--- src/shared/nas_defines.svh ---
// constants for the nibble alu and skip datapath
`ifndef NAS_DEFINES_SVH
`define NAS_DEFINES_SVH
`define NAS_ACC_RESET   4'h0
`define NAS_B_RESET     4'h0
`define NAS_CARRY_RESET 1'b0
`define NAS_NIB_ZERO    4'h0
`define NAS_NIB_ONES    4'hF
`define NAS_TAB_IDLE    1'b0
`define NAS_PAGE_RESET  5'h00
`define NAS_ADDR_RESET  7'h00
`define NAS_SUM_ZERO    5'h00
`define NAS_BIT_ONE     4'h1
`endif

--- src/shared/nas_pkg.sv ---
// types for the nibble alu and skip datapath
package nas_pkg;
    typedef enum logic [4:0] {
        NAS_OP_NOP      = 5'h00,
        NAS_OP_LOAD_IMM = 5'h01,
        NAS_OP_TABLE    = 5'h02,
        NAS_OP_ADD_MEM  = 5'h03,
        NAS_OP_ADD_MEMC = 5'h04,
        NAS_OP_ADD_IMM  = 5'h05,
        NAS_OP_AND_MEM  = 5'h06,
        NAS_OP_OR_MEM   = 5'h07,
        NAS_OP_SET_CY   = 5'h08,
        NAS_OP_CLR_CY   = 5'h09,
        NAS_OP_TEST_CY  = 5'h0A,
        NAS_OP_COMPL    = 5'h0B,
        NAS_OP_ROR      = 5'h0C,
        NAS_OP_BIT_SET  = 5'h0D,
        NAS_OP_BIT_CLR  = 5'h0E,
        NAS_OP_BIT_TEST = 5'h0F,
        NAS_OP_CMP_MEM  = 5'h10,
        NAS_OP_CMP_IMM  = 5'h11
    } nas_op_type;
    typedef enum logic [0:0] {
        NAS_ST_RUN   = 1'b0,
        NAS_ST_TABLE = 1'b1
    } nas_state_type;
endpackage

--- src/hdl/nas_alu.sv ---
// execution datapath of the nibble alu with skip logic
`timescale 1ns/1ps
`include "nas_defines.svh"
// Notes on behaviour
// RQ1: load immediate into acc; consecutive load-immediates after the first are skipped
// RQ2: table read fetches rom at page p, address d[2:0]:acc; high nibble b, low acc
// RQ3: table read uses one stack level while running; avoid when stack full
// RQ4: add memory nibble to acc, carry unchanged
// RQ5: add memory nibble plus carry to acc, carry out to carry flag
// RQ6: add immediate to acc, carry unchanged, skip next when no overflow
// RQ7: acc becomes acc and memory nibble
// RQ8: acc becomes acc or memory nibble
// RQ9: set carry flag, nothing else changes
// RQ10: clear carry flag, nothing else changes
// RQ11: skip next when carry flag is zero
// RQ12: acc becomes its one's complement
// RQ13: rotate carry and acc right one bit through carry
// RQ14: set selected bit of memory nibble
// RQ15: clear selected bit of memory nibble
// RQ16: skip next when selected memory nibble bit is zero
// RQ17: skip next when acc equals memory nibble
// RQ18: skip next when acc equals immediate
// RQ19: skipped instruction changes nothing
module nas_alu
    import nas_pkg::*;
(
    input  wire logic       core_clk,
    input  wire logic       reset,
    input  wire logic       instr_valid,
    input  wire nas_op_type instr_op,
    input  wire logic [3:0] instr_imm,
    input  wire logic [4:0] instr_page,
    input  wire logic [2:0] table_high_bits,
    input  wire logic [3:0] pointed_memory_nibble,
    input  wire logic       stack_full,
    input  wire logic [7:0] rom_data,
    output logic            rom_req,
    output logic      [4:0] rom_page,
    output logic      [6:0] rom_addr,
    output logic            stack_push,
    output logic            stack_pop,
    output logic            stack_overflow,
    output logic            busy,
    output logic            mem_write,
    output logic      [3:0] mem_wdata,
    output logic      [3:0] acc,
    output logic      [3:0] b_reg,
    output logic            carry_flag,
    output logic            skip_next
);
    nas_state_type state;
    nas_state_type next_state;
    logic          next_rom_req;
    logic    [4:0] next_rom_page;
    logic    [6:0] next_rom_addr;
    logic          next_stack_push;
    logic          next_stack_pop;
    logic          next_stack_overflow;
    logic          next_mem_write;
    logic    [3:0] next_mem_wdata;
    logic    [3:0] next_acc;
    logic    [3:0] next_b_reg;
    logic          next_carry_flag;
    logic          next_skip_next;
    logic          last_was_load;
    logic          next_last_was_load;
    logic    [4:0] sum;
    logic    [4:0] imm_sum;
    logic          next_busy;
    logic          exec_slot;
    logic          skip_slot;

    // one-hot mask of the memory bit picked by a two-bit index
    function automatic logic [3:0] bit_mask(input logic [1:0] idx);
        bit_mask = `NAS_BIT_ONE << idx;
    endfunction

    // 5-bit sum of two nibbles and a carry in
    function automatic logic [4:0] add_nib(input logic [3:0] x, input logic [3:0] y,
                                           input logic cin);
        add_nib = {1'b0, x} + {1'b0, y} + {4'h0, cin};
    endfunction

    // an instruction slot is open only while no table read is running
    function automatic logic slot_open(input logic valid, input nas_state_type st);
        slot_open = valid && (st == NAS_ST_RUN);
    endfunction

    // an open slot either executes or is eaten by a pending skip
    always_comb begin
        exec_slot = slot_open(instr_valid, state) && !skip_next;
        skip_slot = slot_open(instr_valid, state) && skip_next;
    end

    // table fetch control
    always_comb begin
        next_state          = state;
        next_rom_req        = `NAS_TAB_IDLE;
        next_rom_page       = rom_page;
        next_rom_addr       = rom_addr;
        next_stack_push     = 1'b0;
        next_stack_pop      = 1'b0;
        next_stack_overflow = 1'b0;
        unique case (state)
            NAS_ST_TABLE: begin
                // return from the table read frees the stack level again
                next_stack_pop = 1'b1; // RQ3
                next_state     = NAS_ST_RUN;
            end
            NAS_ST_RUN: begin
                if (exec_slot && (instr_op == NAS_OP_TABLE)) begin
                    next_rom_req        = 1'b1; // RQ2
                    next_rom_page       = instr_page; // RQ2
                    next_rom_addr       = {table_high_bits, acc}; // RQ2
                    next_stack_push     = 1'b1; // RQ3
                    // flagged only; the stack itself is kept outside this block
                    next_stack_overflow = stack_full; // RQ3
                    next_state          = NAS_ST_TABLE;
                end
            end
        endcase
        // busy follows the next state so the port comes straight from a flop
        next_busy = (next_state == NAS_ST_TABLE);
    end

    always_ff @(posedge core_clk or posedge reset) begin
        if (reset) begin
            state          <= NAS_ST_RUN;
            rom_req        <= `NAS_TAB_IDLE;
            rom_page       <= `NAS_PAGE_RESET;
            rom_addr       <= `NAS_ADDR_RESET;
            stack_push     <= 1'b0;
            stack_pop      <= 1'b0;
            stack_overflow <= 1'b0;
            busy           <= 1'b0;
        end else begin
            state          <= next_state;
            rom_req        <= next_rom_req;
            rom_page       <= next_rom_page;
            rom_addr       <= next_rom_addr;
            stack_push     <= next_stack_push;
            stack_pop      <= next_stack_pop;
            stack_overflow <= next_stack_overflow;
            busy           <= next_busy;
        end
    end

    // skip flag and load-run tracking
    always_comb begin
        next_skip_next     = skip_next;
        next_last_was_load = last_was_load;
        imm_sum            = `NAS_SUM_ZERO;
        if (skip_slot) begin
            // a skipped slot still ends the skip; a skipped load keeps the load run alive
            next_skip_next     = 1'b0; // RQ19
            next_last_was_load = (instr_op == NAS_OP_LOAD_IMM) && last_was_load; // RQ1
        end else if (exec_slot) begin
            next_skip_next     = 1'b0;
            next_last_was_load = 1'b0;
            unique case (instr_op)
                NAS_OP_LOAD_IMM: begin
                    next_last_was_load = 1'b1; // RQ1
                end
                NAS_OP_ADD_IMM: begin
                    imm_sum        = add_nib(acc, instr_imm, 1'b0);
                    next_skip_next = ~imm_sum[4]; // RQ6
                end
                NAS_OP_TEST_CY: begin
                    next_skip_next = ~carry_flag; // RQ11
                end
                NAS_OP_BIT_TEST: begin
                    next_skip_next = (pointed_memory_nibble & bit_mask(instr_imm[1:0]))
                                     == `NAS_NIB_ZERO; // RQ16
                end
                NAS_OP_CMP_MEM: begin
                    next_skip_next = (acc == pointed_memory_nibble); // RQ17
                end
                NAS_OP_CMP_IMM: begin
                    next_skip_next = (acc == instr_imm); // RQ18
                end
                NAS_OP_NOP: begin
                    next_skip_next = 1'b0;
                end
                default: begin
                    next_skip_next = 1'b0;
                end
            endcase
        end
    end

    always_ff @(posedge core_clk or posedge reset) begin
        if (reset) begin
            skip_next     <= 1'b0;
            last_was_load <= 1'b0;
        end else begin
            skip_next     <= next_skip_next;
            last_was_load <= next_last_was_load;
        end
    end

    // write port for the addressed memory nibble; the nibble itself is held outside
    always_comb begin
        next_mem_write = 1'b0;
        next_mem_wdata = mem_wdata;
        if (exec_slot) begin
            unique case (instr_op)
                NAS_OP_BIT_SET: begin
                    next_mem_write = 1'b1; // RQ14
                    next_mem_wdata = pointed_memory_nibble | bit_mask(instr_imm[1:0]); // RQ14
                end
                NAS_OP_BIT_CLR: begin
                    next_mem_write = 1'b1; // RQ15
                    next_mem_wdata = pointed_memory_nibble & ~bit_mask(instr_imm[1:0]); // RQ15
                end
                default: begin
                    next_mem_write = 1'b0;
                end
            endcase
        end
    end

    always_ff @(posedge core_clk or posedge reset) begin
        if (reset) begin
            mem_write <= 1'b0;
            mem_wdata <= `NAS_NIB_ZERO;
        end else begin
            mem_write <= next_mem_write;
            mem_wdata <= next_mem_wdata;
        end
    end

    // architectural registers
    always_comb begin
        next_acc        = acc;
        next_b_reg      = b_reg;
        next_carry_flag = carry_flag;
        sum             = `NAS_SUM_ZERO;
        if (state == NAS_ST_TABLE) begin
            // rom byte is taken in the same cycle that rom_req is high
            next_b_reg = rom_data[7:4]; // RQ2
            next_acc   = rom_data[3:0]; // RQ2
        end else if (exec_slot) begin
            unique case (instr_op)
                NAS_OP_LOAD_IMM: begin
                    // only the first of a run of loads takes effect
                    if (!last_was_load) begin
                        next_acc = instr_imm; // RQ1
                    end
                end
                NAS_OP_ADD_MEM: begin
                    // carry out is dropped on purpose
                    sum      = add_nib(acc, pointed_memory_nibble, 1'b0);
                    next_acc = sum[3:0]; // RQ4
                end
                NAS_OP_ADD_MEMC: begin
                    sum             = add_nib(acc, pointed_memory_nibble, carry_flag);
                    next_acc        = sum[3:0]; // RQ5
                    next_carry_flag = sum[4]; // RQ5
                end
                NAS_OP_ADD_IMM: begin
                    sum      = add_nib(acc, instr_imm, 1'b0);
                    next_acc = sum[3:0]; // RQ6
                end
                NAS_OP_AND_MEM: begin
                    next_acc = acc & pointed_memory_nibble; // RQ7
                end
                NAS_OP_OR_MEM: begin
                    next_acc = acc | pointed_memory_nibble; // RQ8
                end
                NAS_OP_SET_CY: begin
                    next_carry_flag = 1'b1; // RQ9
                end
                NAS_OP_CLR_CY: begin
                    next_carry_flag = 1'b0; // RQ10
                end
                NAS_OP_COMPL: begin
                    next_acc = acc ^ `NAS_NIB_ONES; // RQ12
                end
                NAS_OP_ROR: begin
                    next_acc        = {carry_flag, acc[3:1]}; // RQ13
                    next_carry_flag = acc[0]; // RQ13
                end
                NAS_OP_TABLE: begin
                    // fetch group owns the table read; data lands next cycle
                end
                NAS_OP_NOP: begin
                    next_acc = acc;
                end
                default: begin
                    // tests and compares leave these registers alone
                    next_acc = acc;
                end
            endcase
        end
    end

    always_ff @(posedge core_clk or posedge reset) begin
        if (reset) begin
            acc        <= `NAS_ACC_RESET;
            b_reg      <= `NAS_B_RESET;
            carry_flag <= `NAS_CARRY_RESET;
        end else begin
            acc        <= next_acc;
            b_reg      <= next_b_reg;
            carry_flag <= next_carry_flag;
        end
    end
endmodule

--- config.mk ---
export PLATFORM = sky130hd
export DESIGN_NAME = nas_alu
export DESIGN_NICKNAME = d
export VERILOG_FILES = /design/src/shared/nas_pkg.sv /design/src/hdl/nas_alu.sv
export VERILOG_INCLUDE_DIRS = /design/src /design/src/shared
export SDC_FILE = /design/constraint.sdc
export NUM_CORES = 1
export LEC_CHECK = 0
export BUFFER_PORTS_ARGS = -buffer_cell sky130_fd_sc_hd__buf_2
export CORE_MARGIN = 2
export CORE_UTILIZATION = 48
export DETAILED_ROUTE_END_ITERATION = 8
export GPL_TIMING_DRIVEN = 0
export HOLD_SLACK_MARGIN = 0.06
export PLACE_DENSITY = 0.82
export SYNTH_ARGS = -nofsm -noshare
export SYNTH_HDL_FRONTEND = slang
export SYNTH_SLANG_ARGS = --single-unit
export TNS_END_PERCENT = 5
--- constraint.sdc ---
create_clock -name core_clk -period 3 [get_ports core_clk]
set_clock_uncertainty 0.2 [all_clocks]
set_input_delay 0.15 -clock core_clk [delete_from_list [all_inputs] [get_ports core_clk]]
set_output_delay 0.15 -clock core_clk [all_outputs]
set_load 0.02 [all_outputs]
* After elaboration in Yosys (flattened, before gate mapping)
Cells that the tools add are included.
** Cells by class
- Equal/unequal tests :: 20
- Multiplexer cells :: 20
- Shift operators :: 1
- Add/subtract/negate cells :: 3
- Bitwise operators :: 10
- Reductions and logical operators :: 17
** Operators with widths (number)
- equality test 5 x 4 -> 1 bit (second input constant) :: 8
- one-hot mux 4 bit (8 select lines) :: 1
- equality test 5 x 3 -> 1 bit (second input constant) :: 4
- bitwise AND 4 bit :: 3
- two-way mux 1 bit :: 12
- two-way mux 4 bit :: 3
- adder 4 x 4 -> 5 bit :: 2
- equality test 5 x 2 -> 1 bit (second input constant) :: 2
- equality test 5 bit (second input constant) :: 2
- nonzero test 9 bit :: 1
- equality test 4 bit :: 2
- NOT 4 bit :: 2
- bitwise OR 4 bit :: 2
- one-hot mux 4 bit (2 select lines) :: 1
- AND reduction 3 bit :: 2
- nonzero test 2 bit :: 3
- adder 5 x 1 -> 5 bit :: 1
- equality test 5 x 1 -> 1 bit (second input constant) :: 1
- logical AND 1 bit :: 5
- one-hot mux 1 bit (5 select lines) :: 1
- zero test 4 bit :: 1
- one-hot mux 1 bit (4 select lines) :: 1
- AND reduction 2 bit :: 2
- nonzero test 4 bit :: 1
- 6 further kinds :: 8
** Word-level totals
- Bits of input ports :: 33
- Output and inout bits :: 32
- Word-level logic and storage cells :: 84
- Flip-flop bits (word level) :: 32

* Logic depth before layout (Yosys ltp)
- Word-level depth :: 6
- Gate-level depth with buffers :: 9
- Depth with buffers taken out :: 9

* Worst setup path after synthesis
OpenSTA, ideal clock, no wires.
- Path kind :: reg-to-reg
- Start point :: register acc[0]
- End point :: register acc[2]
- Path buffers :: 0
- Clock period less this slack :: 3.007 ns
- Library setup time :: 0.126 ns
- Data arrival time :: 2.681 ns
- Stages on the path, launching flop included :: 9
- Setup slack :: -0.007 ns
- Required time :: 2.674 ns
- Cells stage by stage :: dfrtp_1 > ha_1 > fa_1 > ha_1 > xnor3_1 > nor2_1 > o311a_1 > a2111o_1 > a221o_1
** On the way
- Longest elaborated chain between the ends :: 5
- Elaborated cells on any way between the ends :: 6
- Classes of those cells :: 3 x add/sub; 3 x mux
** RTL lines
- start, declared :: line nas_alu.sv:46 : output logic [3:0] acc,
- start signal, assigned :: line nas_alu.sv:299 : acc <= `NAS_ACC_RESET;
- start signal, assigned :: line nas_alu.sv:303 : acc <= next_acc;
- adder 4 x 4 -> 5 bit :: line nas_alu.sv:81 : add_nib = {1'b0, x} + {1'b0, y} + {4'h0, cin};
- adder 5 x 1 -> 5 bit :: line nas_alu.sv:81
- one-hot mux 4 bit (8 select lines) * :: line nas_alu.sv:243 : unique case (instr_op)
- two-way mux 4 bit * :: line nas_alu.sv:242 : end else if (exec_slot) begin
- two-way mux 4 bit * :: line nas_alu.sv:238 : if (state == NAS_ST_TABLE) begin
Every way passes the cells marked *; elsewhere a longest branch is shown, timed or not. The select of a mux whose other input is x is not followed.
A chain may end at the register's enable or synchronous reset.

* Final worst setup path
Same ends and word-level chain as after synthesis.

==> impl_metrics.csv <==
group,metric,value,unit
timing,fin_setup_tns,0,ps
min_path,hold_path_end,"last_was_load",
power,comb_power_share,42.1,%
placement,replace_congestion,0.916,
grt,grt_pass1_wl,10700,um
critical_path,path_class,"reg -> reg",
critical_path,crit_path_max_incr_delay,500,ps
critical_path,path_cells,"ha_4, fa_1, ha_2, xnor3_1, nor2_1, o311a_1, a2111o_1, a221o_1",
detailed_routing,drt_pass1_iterations,5,
clocking,clk_pin_slew,60,ps
timing,final.min_clock_period,2910,ps
timing,fmax,343,MHz
clocking,cts_buffers,5,
grt,grt_use_total,25.8,%
synthesis,syn_inst,247,
clocking,cts_tree,"done",
critical_path,regToRegSetupSlack,90,ps
placement,hpwlAfterDp,4690,um
grt,grt_start_max_net_pins,32,
critical_path,arrival_time_at_the_worst_endpoint,2880,ps
placement,worst_setup_timing_slack_at_the_placement_stage,-73.8,ps
cells_and_area,largest_register_ffs,7,
min_path,hold_path.class,"in -> reg",
min_path,timing.hold.worst.start,"instr_valid",
cells_and_area,biggestRegsByFlops,"rom_addr x7, rom_page x5",
critical_path,start_kind,"flip-flop",
synthesis,synth_edf_count,0,
clocking,ctsHtreeMaxLevel,2,
power,internal-power,1.10,mW
clocking,clock_path_buffers,2,
synthesis,yosys_register_bits,31,
cells_and_area,areaGrowthSynthToFinish,31.3,%
synthesis,synthesis.area,2350,um2
power,power_per_cell_area,562,nW/um2
cells_and_area,antennaDiodeCount,0,
min_path,hold-path-cell-count,4,
timing,finalHoldViolCount,0,
die,core.rowCount,25,
grt,initial_antenna_violation_count,0,
synthesis,async_flop_share,100,%
synthesis,synth.yosys.seq_area_share,33.0,%
synthesis,avgSynthCellArea,9.52,um2
run,maxCapViolCount,0,
cells_and_area,biggest_register,"rom_addr",
synthesis,synth-main-ff-cell,"dfrtp_1",
timing,timing.final.ws_setup,86.2,ps
detailed_routing,wire_per_inst,16.7,um
cells_and_area,final_core_util,65.4,%
cells_and_area,layout.cells.most_common_list,"buf_2 (68), dfrtp_1 (29), dlygate4sd3_1 (18), nor2_1 (17)",
timing,finalCritPeriodShare,97.1,%
placement,buffer_ports.inserted,64,
timing,slew_headroom,24.4,%
die,die_h,74.0,um
critical_path,cpMaxStageDelayCell,"fa_1",
cells_and_area,fillerInstances,378,
critical_path,required,2970,ps
detailed_routing,ant_nets,0,
critical_path,cp_num_buf_inv,0,
critical_path,timing.critical_path.max_delay_family,"compound AO/OA/AOI/OAI gates",
synthesis,synth.distinct_cells,56,
synthesis,yosys_warnings,0,
clocking,cts_root_buf,"clkbuf_8",
detailed_routing,routed-via-count,2293,
die,start_util,49.8,%
detailed_routing,drcViolationCount,0,
timing,final_max_slew_viol_count,0,
synthesis,syn-num-nets,296,
cells_and_area,finalNonFillerCells,406,
cells_and_area,cell_area_after_layout,3090,um2
timing,worstMarginPinSlew,1130,ps
critical_path,reg2regPathDepth,8,
cells_and_area,fin_nets,387,
clocking,clock_latency,280,ps
critical_path,critPathMaxFanout,3,
die,floorplan.io_pins,65,
timing,report.final.setup_viol,0,
cells_and_area,fraction_of_layout_cells_with_a_size_suffix_above_1,31.9,%
placement,post_placement_cell_area,2760,um2
die,placeableCoreArea,4720,um2
placement,numPlacedInstances,378,
detailed_routing,drt-vias-per-instance,5.65,
power,power_leakage,1.49,nW
clocking,tritoncts_num_sinks,31,
cells_and_area,final_common_cell,"buf_2",
timing,whs,69.4,ps
detailed_routing,drt_iter0_drc,171,
detailed_routing,detail_route.wirelength,6800,um
run_status,outcome,"complete, no violations",
grt,globalRouteOverflowTotal,0,
power,ir_worst_vdd,0.369,mV
critical_path,critical_path.reg2reg.startpoint,"acc[0]",
critical_path,rr_endpoint,"acc[2]",
power,p_total,1.73,mW
critical_path,critPathCaptureType,"flip-flop",
power,share_clk_of_total_power,24.5,%
power,power_switching,0.639,mW
die,die_x,74.0,um
die,floorplan.die_area,5480,um2
power,sequentialPowerShare,33.4,%
timing,grt_setup_unrepaired,"false",
grt,first_global_vias,2186,
power,swShare,36.9,%
-- how the worst max path moves through the flow --
stage	start	end	slack, ps	depth (start not counted)
CTS	acc[2]	acc[3]	20	7
global placement	acc[0]	acc[2]	-70	8
global route	acc[0]	acc[2]	9	8
floorplan	acc[0]	acc[2]	60	8
detailed placement	acc[0]	acc[2]	-70	8
finish	acc[0]	acc[2]	90	8
-- synthesized netlist by cell type (all sizes together) (2+ instances only) --
cell     count  share of area, %
a2111o       2              0.96
a2111oi      2              0.74
a211oi       6               2.3
a21o         2              0.64
a21oi       16               3.4
a221o        2              0.85
a221oi       2              0.74
a31oi        2              0.53
a32oi        2              0.74
and2         4               1.1
and3         2              0.53
buf          9               2.6
clkbuf       4              0.64
dfrtp       31                33
fa           2               1.7
ha          14               7.4
inv         16               2.6
mux2        16               7.7
mux2i        5               2.1
nand2       14               2.2
nand2b       5               1.3
nand3        6               1.3
nor2        17               2.7
nor2b        7               1.9
nor3         5               1.3
nor3b        3              0.96
o2111ai      2              0.74
o211ai       2              0.64
o21ai       11               2.3
o22ai        5               1.3
o2bb2ai      2              0.74
or2          3              0.80
or3b         3               1.1
xnor2        5               1.9
xnor3        2               1.9
xor2         3               1.1
-- logic make-up after synthesis --
| group | after synthesis | synth area share, % |
|---|---|---|
| and+or+nand+nor | 73 | 16.6 |
| AOI/OAI and AO/OA | 66 | 19.8 |
| DFF | 31 | 33.0 |
| buffers and inverters | 29 | 5.80 |
| muxes | 22 | 10.7 |
| adders and majority gates | 16 | 9.15 |
| xor gates and xnor gates | 10 | 4.89 |
-- tightest hold or removal path, cell delays in order --
cell,delay (ps)
buf_2,80
nand2b_1,100
a21oi_1,130
nor2_1,40
-- layout make-up --
cell class                      count  area, um2  area share [%]
Clock inverter                      2       35.0            1.13
Tap cell                           67       83.8            2.71
Clock buffer                        6       82.6            2.67
Timing Repair Buffer               84        515            16.7
Sequential cell                    31        778            25.2
Inverter                           16       60.1            1.94
Multi-Input combinational cell    187       1460            47.2
Buffer                             13       76.3            2.47
-- layer usage --
metal  vias to the layer above  share of wire (%)  routed length, um  GRT usage [%]
met5                         -                  0                  0              0
met4                         0                2.4                165           9.90
met3                        16                9.0                611           6.10
met2                       120                 48               3260           41.4
met1                      1079                 41               2760           34.0
li1                       1078                  -                  -              -
-- power groups by stage --
stage          Combinational, mW  Sequential [mW]  Clock (mW)
2_1_floorplan              0.372            0.669           0
3_3_place_gp               0.664            0.583           0
3_5_place_dp               0.675            0.587           0
4_1_cts                    0.712            0.574       0.430
5_1_grt                    0.798            0.588       0.446
6_report                   0.730            0.579       0.425
-- repair_timing --
action	4_1_cts	5_1_grt
setup endpoints to repair	1	2
hold buffers	18	0
pin swaps	0	2
hold endpoints to repair	48	0
setup buffers	1	1
gates resized for setup	1	4
Note: power is estimated with default switching activity, not from simulation.
